<file path="src/serial_cmd_pkg.sv">
package serial_cmd_pkg;
    // host word layout
    localparam int CMD_W = 16;
    localparam int DATA_W = 8;
    localparam int CH_N = 8;
    localparam int IGNORE_BIT = 31;
    localparam int BIT_WRITE = 15;
    localparam int BIT_RESET = 14;
    localparam int BIT_REQ = 13;
    localparam int BIT_XFER = 12;
    localparam int BIT_START = 11;
    localparam int TYPE_LSB = 8;
    localparam logic [2:0] TYPE_STOP = 3'h0;
    localparam logic [2:0] TYPE_NORMAL = 3'h1;
    localparam logic [2:0] TYPE_SETUP = 3'h7;
    localparam logic [CMD_W-1:0] CMD_HALT_ALL = 16'h0800;
    localparam logic [CMD_W-1:0] CMD_IDLE = 16'h0000;

    // host port map
    localparam int ADDR_W = 6;
    localparam logic [ADDR_W-1:0] ADDR_CMD = 6'h00;
    localparam logic [ADDR_W-1:0] ADDR_DATA = 6'h01;
    localparam logic [ADDR_W-1:0] ADDR_CH_BASE = 6'h20;
    localparam logic [1:0] REG_CS = 2'h3;
    localparam int CS_MODE_LSB = 24;

    // local parameter addresses and fixed values
    localparam logic [7:0] PAR_KIND = 8'h00;
    localparam logic [7:0] PAR_PORT_BITS = 8'h01;
    localparam logic [7:0] PAR_MAJOR = 8'h02;
    localparam logic [7:0] PAR_MINOR = 8'h03;
    localparam logic [7:0] PAR_GP_IN = 8'h04;
    localparam logic [7:0] PAR_GP_OUT = 8'h05;
    localparam logic [7:0] PAR_CPU = 8'h06;
    localparam logic [7:0] PAR_CHANNELS = 8'h07;
    localparam logic [7:0] DATA_PORT_BITS_VAL = 8'h08;
    localparam logic [7:0] GP_COUNT_VAL = 8'h00;

    // timing
    localparam int CLK_PERIOD_NS = 4;
    localparam int XFER_TIMEOUT_NS = 200000;
    localparam int unsigned XFER_TIMEOUT_CYC = XFER_TIMEOUT_NS / CLK_PERIOD_NS;

    typedef enum logic [1:0] {LINK_PROBE, LINK_INIT, LINK_XFER} link_op_t;
    typedef enum logic [2:0] {ST_IDLE, ST_DECODE, ST_PROBE, ST_INIT, ST_XFER} ctl_state_t;
endpackage : serial_cmd_pkg

</file>
<file path="src/serial_link_command_port.sv">
`timescale 1ns/1ps
module serial_link_command_port
    import serial_cmd_pkg::*;
#(
    parameter int unsigned TIMEOUT_CYCLES = XFER_TIMEOUT_CYC,
    parameter logic [7:0] KIND_CODE = 8'h5a,   // arbitrary value
    parameter logic [7:0] CPU_CODE = 8'h3c,    // arbitrary value
    parameter logic [7:0] FW_MAJOR = 8'h01,
    parameter logic [7:0] FW_MINOR = 8'h00,
    parameter logic [7:0] CHAN_COUNT = 8'h08
) (
    // clock and reset
    input wire logic core_clk,
    input wire logic resetn,
    // host register port
    input wire logic [ADDR_W-1:0] host_addr,
    input wire logic host_wr,
    input wire logic host_rd,
    input wire logic [31:0] host_wdata,
    output logic [31:0] host_rdata,
    output logic host_rvalid,
    output logic cmd_busy,
    // serial channel engine
    output link_op_t link_op,
    output logic [CH_N-1:0] link_req,
    input wire logic [CH_N-1:0] link_ack,
    input wire logic [CH_N-1:0] link_ok,
    input wire logic [CH_N-1:0][31:0] link_rx0,
    input wire logic [CH_N-1:0][31:0] link_rx1,
    input wire logic [CH_N-1:0][31:0] link_rx2,
    input wire logic [CH_N-1:0][7:0] link_fault,
    output logic [CH_N-1:0][31:0] link_tx0,
    output logic [CH_N-1:0][31:0] link_tx1,
    output logic [CH_N-1:0][31:0] link_tx2,
    output logic [CH_N-1:0][7:0] link_mode,
    output logic [CH_N-1:0] link_chatter,
    output logic [CH_N-1:0] link_active
);

    function automatic logic [2:0] ch_of(input logic [ADDR_W-1:0] a);
        return a[4:2];
    endfunction : ch_of

    function automatic logic [1:0] reg_of(input logic [ADDR_W-1:0] a);
        return a[1:0];
    endfunction : reg_of

    function automatic logic is_ch(input logic [ADDR_W-1:0] a);
        return (a & ADDR_CH_BASE) == ADDR_CH_BASE;
    endfunction : is_ch

    ctl_state_t state_q;
    logic [CMD_W-1:0] cmd_q;
    logic [DATA_W-1:0] data_q;
    logic [CH_N-1:0] req_q, fail_q, active_q, found_q, chatter_q, xerr_q;
    logic [31:0] tmo_q;
    link_op_t op_q;
    logic setup_q;
    logic [2:0][CH_N-1:0][31:0] tx_q, rx_q;
    logic [CH_N-1:0][7:0] mode_q, fault_q;
    logic [CH_N-1:0] exist;

    // command decode
    logic wr_cmd, halt_cmd, rst_cmd, accept;
    logic [CH_N-1:0] acked, left, fail_nxt, mask, clr_mask;
    logic timeout, step_done, stop_ind;
    logic [2:0] cmd_type;

    always_comb begin
        for (int i = 0; i < CH_N; i++) begin
            exist[i] = 8'(i) < CHAN_COUNT;
        end
    end

    assign wr_cmd = host_wr && host_addr == ADDR_CMD && !host_wdata[IGNORE_BIT];
    assign halt_cmd = host_wdata[CMD_W-1:0] == CMD_HALT_ALL;
    assign rst_cmd = host_wdata[BIT_RESET];
    // a busy interpreter only takes the commands that abort it
    assign accept = wr_cmd && ((state_q == ST_IDLE && cmd_q == CMD_IDLE) || halt_cmd || rst_cmd);
    assign mask = cmd_q[CH_N-1:0];
    assign cmd_type = cmd_q[TYPE_LSB +: 3];
    assign stop_ind = state_q == ST_DECODE && !cmd_q[BIT_REQ] && !cmd_q[BIT_XFER]
        && cmd_q[BIT_START] && cmd_type == TYPE_STOP;
    assign acked = link_ack & req_q;
    assign left = req_q & ~acked;
    assign timeout = tmo_q == TIMEOUT_CYCLES - 1;
    assign step_done = left == '0 || timeout;
    assign fail_nxt = fail_q | (acked & ~link_ok) | (timeout ? left : '0);
    assign clr_mask = (accept && (halt_cmd || rst_cmd)) ? '1 : (stop_ind ? mask : '0);

    function automatic logic [7:0] param_value(input logic [7:0] a);
        case (a)
            PAR_KIND: return KIND_CODE;
            PAR_PORT_BITS: return DATA_PORT_BITS_VAL;
            PAR_MAJOR: return FW_MAJOR;
            PAR_MINOR: return FW_MINOR;
            PAR_GP_IN: return GP_COUNT_VAL;
            PAR_GP_OUT: return GP_COUNT_VAL;
            PAR_CPU: return CPU_CODE;
            PAR_CHANNELS: return CHAN_COUNT;
            default: return 8'h00;
        endcase
    endfunction : param_value

    // command sequencer
    always_ff @(posedge core_clk or negedge resetn) begin
        if (!resetn) begin
            state_q <= ST_IDLE;
            cmd_q <= CMD_IDLE;
            data_q <= 8'h00;
            req_q <= '0;
            fail_q <= '0;
            active_q <= '0;
            found_q <= '0;
            chatter_q <= '0;
            xerr_q <= '0;
            tmo_q <= 32'h0;
            op_q <= LINK_PROBE;
            setup_q <= 1'b0;
        end else begin
            if (host_wr && host_addr == ADDR_DATA) begin
                data_q <= host_wdata[DATA_W-1:0];
            end
            if (accept && (halt_cmd || rst_cmd)) begin
                // abort anything in flight and forget all channels
                state_q <= ST_IDLE;
                cmd_q <= CMD_IDLE;
                req_q <= '0;
                active_q <= '0;
                found_q <= '0;
                chatter_q <= '0;
                xerr_q <= '0;
            end else if (accept) begin
                cmd_q <= host_wdata[CMD_W-1:0];
                state_q <= ST_DECODE;
            end else begin
                case (state_q)
                    ST_IDLE: begin
                    end
                    ST_DECODE: begin
                        fail_q <= '0;
                        tmo_q <= 32'h0;
                        state_q <= ST_IDLE;
                        cmd_q <= CMD_IDLE;
                        if (cmd_q[BIT_REQ]) begin
                            if (!cmd_q[BIT_WRITE]) begin
                                data_q <= param_value(cmd_q[7:0]);
                            end
                        end else if (cmd_q[BIT_XFER]) begin
                            chatter_q <= '0;
                            fail_q <= mask & ~active_q;
                            req_q <= mask & active_q;
                            op_q <= LINK_XFER;
                            if ((mask & active_q) != '0) begin
                                state_q <= ST_XFER;
                                cmd_q <= cmd_q;
                            end else begin
                                data_q <= mask & ~active_q;
                            end
                        end else if (cmd_q[BIT_START]) begin
                            if (cmd_type == TYPE_STOP) begin
                                active_q <= active_q & ~mask;
                                chatter_q <= chatter_q & ~mask;
                            end else if (cmd_type == TYPE_NORMAL || cmd_type == TYPE_SETUP) begin
                                setup_q <= cmd_type == TYPE_SETUP;
                                cmd_q <= cmd_q;
                                fail_q <= mask & ~exist;
                                // discovery only for channels not known since the last halt-all or reset-bit command
                                req_q <= mask & exist & ~found_q;
                                op_q <= LINK_PROBE;
                                state_q <= ST_PROBE;
                            end
                        end
                    end
                    ST_PROBE: begin
                        req_q <= left;
                        fail_q <= fail_nxt;
                        tmo_q <= tmo_q + 32'h1;
                        // a card counts as found in the cycle it answers, not only the last one
                        found_q <= found_q | (acked & link_ok);
                        if (step_done) begin
                            req_q <= '0;
                            tmo_q <= 32'h0;
                            if (setup_q) begin
                                active_q <= active_q | (mask & exist & ~fail_nxt);
                                data_q <= fail_nxt;
                                cmd_q <= CMD_IDLE;
                                state_q <= ST_IDLE;
                            end else begin
                                req_q <= mask & exist & ~fail_nxt;
                                op_q <= LINK_INIT;
                                state_q <= ST_INIT;
                            end
                        end
                    end
                    ST_INIT, ST_XFER: begin
                        req_q <= left;
                        fail_q <= fail_nxt;
                        tmo_q <= tmo_q + 32'h1;
                        if (state_q == ST_XFER) begin
                            xerr_q <= (xerr_q & ~acked) | (acked & ~link_ok);
                        end
                        if (step_done) begin
                            req_q <= '0;
                            tmo_q <= 32'h0;
                            data_q <= fail_nxt;
                            cmd_q <= CMD_IDLE;
                            state_q <= ST_IDLE;
                            if (state_q == ST_XFER) begin
                                xerr_q <= xerr_q | fail_nxt;
                            end else begin
                                active_q <= active_q | (mask & exist & ~fail_nxt);
                                chatter_q <= chatter_q | (mask & exist & ~fail_nxt);
                            end
                        end
                    end
                    default: state_q <= ST_IDLE;
                endcase
            end
        end
    end

    // host-written outgoing data and remote mode byte
    always_ff @(posedge core_clk or negedge resetn) begin
        if (!resetn) begin
            tx_q <= '0;
            mode_q <= '0;
        end else if (host_wr && is_ch(host_addr)) begin
            if (reg_of(host_addr) == REG_CS) begin
                mode_q[ch_of(host_addr)] <= host_wdata[CS_MODE_LSB +: 8];
            end else begin
                tx_q[reg_of(host_addr)][ch_of(host_addr)] <= host_wdata;
            end
        end
    end

    // incoming setup or process data, wiped on halt-all
    always_ff @(posedge core_clk or negedge resetn) begin
        if (!resetn) begin
            rx_q <= '0;
        end else begin
            for (int i = 0; i < CH_N; i++) begin
                if (accept && (halt_cmd || rst_cmd)) begin
                    rx_q[0][i] <= 32'h0;
                    rx_q[1][i] <= 32'h0;
                    rx_q[2][i] <= 32'h0;
                end else if (acked[i] && link_ok[i] && state_q != ST_INIT) begin
                    rx_q[0][i] <= link_rx0[i];
                    rx_q[1][i] <= link_rx1[i];
                    rx_q[2][i] <= link_rx2[i];
                end
            end
        end
    end

    // sticky local faults, cleared only by a stop, a halt-all or a reset-bit command
    always_ff @(posedge core_clk or negedge resetn) begin
        if (!resetn) begin
            fault_q <= '0;
        end else begin
            for (int i = 0; i < CH_N; i++) begin
                // a new fault in the clearing cycle is kept
                fault_q[i] <= (clr_mask[i] ? 8'h00 : fault_q[i]) | link_fault[i];
            end
        end
    end

    // registered read port, one cycle after the strobe
    always_ff @(posedge core_clk or negedge resetn) begin
        if (!resetn) begin
            host_rdata <= 32'h0;
            host_rvalid <= 1'b0;
        end else begin
            host_rvalid <= host_rd;
            if (host_rd) begin
                if (host_addr == ADDR_CMD) begin
                    host_rdata <= {16'h0, cmd_q};
                end else if (host_addr == ADDR_DATA) begin
                    host_rdata <= {24'h0, data_q};
                end else if (is_ch(host_addr) && reg_of(host_addr) == REG_CS) begin
                    host_rdata <= {mode_q[ch_of(host_addr)], 8'(state_q),
                        ~active_q[ch_of(host_addr)], ~found_q[ch_of(host_addr)],
                        xerr_q[ch_of(host_addr)], 5'h0, fault_q[ch_of(host_addr)]};
                end else if (is_ch(host_addr)) begin
                    host_rdata <= rx_q[reg_of(host_addr)][ch_of(host_addr)];
                end else begin
                    host_rdata <= 32'h0;
                end
            end
        end
    end

    assign cmd_busy = cmd_q != CMD_IDLE;
    assign link_op = op_q;
    assign link_req = req_q;
    assign link_tx0 = tx_q[0];
    assign link_tx1 = tx_q[1];
    assign link_tx2 = tx_q[2];
    assign link_mode = mode_q;
    assign link_chatter = chatter_q;
    assign link_active = active_q;
endmodule : serial_link_command_port

</file>
<file path="config.mk">
export PLATFORM = sky130hd
export DESIGN_NAME = serial_link_command_port
export DESIGN_NICKNAME = d
export VERILOG_FILES = /design/src/serial_cmd_pkg.sv /design/src/serial_link_command_port.sv
export SDC_FILE = /design/constraint.sdc
export NUM_CORES = 2
export LEC_CHECK = 0
export BUFFER_PORTS_ARGS = -buffer_cell sky130_fd_sc_hd__buf_2
export CORE_AREA = 2 2 703 705
export DETAILED_ROUTE_END_ITERATION = 10
export DIE_AREA = 0 0 705 707
export GPL_TIMING_DRIVEN = 1
export SLEW_MARGIN = 20
export SYNTH_ARGS = -nofsm -noshare
export SYNTH_HDL_FRONTEND = slang
export SYNTH_SLANG_ARGS = --single-unit
</file>
<file path="constraint.sdc">
create_clock -name core_clk -period 5.83 [get_ports core_clk]
set_input_delay 0.8745 -clock core_clk [delete_from_list [all_inputs] [get_ports core_clk]]
set_output_delay 0.8745 -clock core_clk [all_outputs]
set_load 0.02 [all_outputs]
</file>
==> qor.yml <==
clocking:
  cts_setup_buffers: 0
  cts_tree: "built"
  cts_sinks: 1807
  numCtsBuffers: 216
  clkLatencyLatePin_ps: 910
  clockBufferDepth: 4
  clock-root-buffer: "clkbuf_16"
  cts.clk_slew.worst_paths_ps: 60
  htree_levels: 4
  cts_resized: 0
worst_setup_path:
  ff2ff_setup_slack_ps: 2300
  critPathKind: "register to output port"
  cp_slowest_stage_delay_ps: 640
  crit_end: "cmd_busy"
  rr_startpoint: "tmo_q[0]$_DFFE_PN0P_"
  cp_top_family: "simple AND/OR/NAND/NOR gates"
  timing.rr.end: "tmo_q[23]$_DFFE_PN0P_"
  crit_path_cell_trace: "or4_1 > nand4b_1 > or3_1 > buf_2"
  worstPathRequired_ps: 4960
  rr_worst_depth: 7
  worstSetupStartpoint: "cmd_q[5]$_DFFE_PN0P_"
  start_kind: "register"
  critPathArrivalTime_ps: 3360
  slowest_stage: "or4_1"
  worstSetupPathDepth: 4
  crit_path_max_fanout: 9
  end_kind: "output port"
  cp.buffers_inverters: 1
detailed_routing:
  antenna_left: 0
  wl_per_cell_um: 33.1
  via_per_inst: 4.39
  via_count: 69800
  wl_um: 527000
  drt_iter0_drc: 7482
  drc_errors: 0
  drtPass1Iterations: 6
synthesis:
  ys_seq_area_share_pct: 57.6
  yosys-top-cells-area: "dfrtp_1, mux2_2, nand2_1"
  synth.most_common_cell: "dfrtp_1"
  syn_area_per_cell_um2: 10.7
  synth_enable_flop_cells: 0
  async_reset_ff_share_pct: 100
  ys_warn_count: 0
  synth.largest_area_cell: "dfrtp_1"
  yosysTopAreaCellShare_pct: 57.6
  syn_inst: 7372
  yosys-top-cells-count: "dfrtp_1, nand2_1, a21oi_1"
  synth_ff_type: "dfrtp_1"
  syn_area_um2: 78500
  ys_types: 82
  ys_seq_elements: 1807
  syn-num-nets: 8263
grt:
  antenna_found_initial: 386
  grt_first_pass_wirelength_um: 675000
  grt_max_degree: 152
  grt_pass1_vias: 67800
  track_usage_pct: 20.2
  grt-ovfl-total: 0
timing:
  period_needed_ps: 4240
  maxSlewHeadroom_pct: 13.4
  skew_ps: 64.0
  worst_pin_slew_ps: 1300
  final-setup-viol-count: 0
  finalHoldViolCount: 0
  fmax_mhz: 236
  report.final.slew_viol_count: 0
  period_share_pct: 72.7
  layout_setup_ws_ps: 1590
  finalSetupTns_ps: 0
  rsz0062_at_grt: "no"
cells_and_area:
  syn2layout_area_growth_pct: 32.4
  drive_gt1_share_pct: 36.1
  utilization_pct: 21.2
  final_nets: 9862
  instances_no_fill: 15900
placement:
  dpl.cell_count: 15300
  post-place-ws_ps: 1310
  gp_congestion: 0.933
  io_buffers: 1781
  hpwl_um: 409000
floorplanning:
  fp.dieW_um: 705
  start_util_pct: 16.0
  rows: 258
  chipHeight_um: 707
  core_um2: 492000
  ioPinCount: 1782
  die_area_um2: 498000
power:
  total_power_mw: 44.8
  p_leak_nw: 48.3
  p_per_area_nw_per_um2: 430
  ir_worst_vdd_v: 0.000262
run:
  maxCapViolations: 0
hold_path:
  hold_class: "primary input to register"
status:
  outcome: "completed"
per-stage QoR:
stage	cell area [um^2]	hold slack, ps
finish	104000	170
global route	104000	110
detailed placement	95900	466
global placement	95800	461
floorplan	78500	439
CTS	103000	66.7
placed cells by master, fill, tap and decap left out, types with 13 or more instances in the layout:
master | netlist | routed
nor2_4 | 0 | 21
a211oi_1 | 14 | 13
a31oi_1 | 25 | 25
clkinv_2 | 0 | 30
buf_2 | 22 | 1759
o221ai_1 | 16 | 16
o2bb2ai_1 | 90 | 89
o21ai_0 | 107 | 100
clkbuf_16 | 0 | 219
a22oi_1 | 92 | 92
nor2b_1 | 23 | 22
o31ai_1 | 23 | 22
and3_1 | 16 | 14
o211ai_1 | 30 | 30
nand3_1 | 34 | 32
nor4_1 | 25 | 24
nor3_1 | 20 | 17
or4_1 | 17 | 17
mux2i_1 | 251 | 249
dfrtp_1 | 1807 | 1807
mux2_2 | 848 | 848
buf_4 | 0 | 180
bufinv_16 | 0 | 17
inv_1 | 37 | 37
buf_12 | 0 | 37
nor2_1 | 221 | 199
clkbuf_1 | 475 | 41
diode_2 | 0 | 248
clkbuf_8 | 0 | 48
a21oi_1 | 955 | 949
clkinvlp_4 | 0 | 15
a221oi_1 | 20 | 20
o22ai_1 | 98 | 92
nand4_1 | 20 | 20
a21o_1 | 67 | 67
nand2_1 | 1708 | 1694
final cells by class:
class / count / area [um^2]
Fill cell: 53900 / 388000
Sequential cell: 1807 / 45200
Multi-Input combinational cell: 4925 / 31500
Timing Repair Buffer: 1983 / 11000
Tap cell: 6500 / 8130
Clock buffer: 308 / 6290
Clock inverter: 85 / 1140
Antenna cell: 248 / 621
Inverter: 38 / 143
worst register-to-register path: stages, from the launching register on:
cell and delay [ps]:
dfrtp_1 430, ha_1 260, nand3_1 330, nand2b_1 330, or4_1 770, a31oi_1 930
buf_4 320, nor2_1 60
layer usage:
layer	vias to the layer above	global-route usage, %	part of all wire [%]
met5	-	0	0.21
met4	176	11.7	6.9
met3	1178	7.21	9.8
met2	3733	32.2	45
met1	35500	23.5	38
li1	29200	-	-
flip-flops by register name, summed over array words and instances (netlist names), 3 cells and up:
register      count
cmd_q            16
data_q            8
fail_q            8
fault_q          64
found_q           8
host_rdata       32
link_active       8
link_chatter      8
link_mode        64
link_req          8
link_tx0        256
link_tx1        256
link_tx2        256
rx_q            768
state_q           3
tmo_q            32
xerr_q            8
repair_timing:
action | 4_1_cts | 5_1_grt
endpoints found under the setup margin | 0 | 0
hold buffers | 1 | 0
hold endpoints to repair | 36 | 0
kinds of logic (layout without fill, tap and decap cells):
kind of cell             Yosys count  after routing  share of synthesized area [%]
XOR/XNOR                          15             15                          0.167
flip-flops                      1807           1807                           57.6
AO/OA/AOI/OAI                   1648           1648                           12.6
other                              0            248                              0
multiplexers                    1099           1099                           15.4
AND/OR/NAND/NOR                 2162           2162                           11.2
adder cells (fa/ha/maj)            1              1                         0.0159
buffers and inverters            640           2414                           3.09
worst min-delay path by stage:
| stage | to | slack (ps) | startpoint | cells after the start |
|---|---|---|---|---|
| final | fault_q[1]$_DFF_PN0_ | 170 | link_fault[1] | 2 |
| after global routing | fault_q[29]$_DFF_PN0_ | 110 | link_fault[29] | 2 |
| after floorplan | fail_q[5]$_DFFE_PN0P_ | 440 | fail_q[5]$_DFFE_PN0P_ | 2 |
| after CTS | fault_q[7]$_DFF_PN0_ | 70 | link_fault[7] | 2 |
| after detailed placement | fault_q[33]$_DFF_PN0_ | 470 | fault_q[33]$_DFF_PN0_ | 1 |
| after global placement | fault_q[58]$_DFF_PN0_ | 460 | fault_q[58]$_DFF_PN0_ | 1 |
report_power, final:
part,switching (mW),internal (mW)
sequential,3.37,16.1
clock,6.01,8.30
combinational,7.00,3.94
total,16.4,28.4
Power figures use the tool's default switching activity.
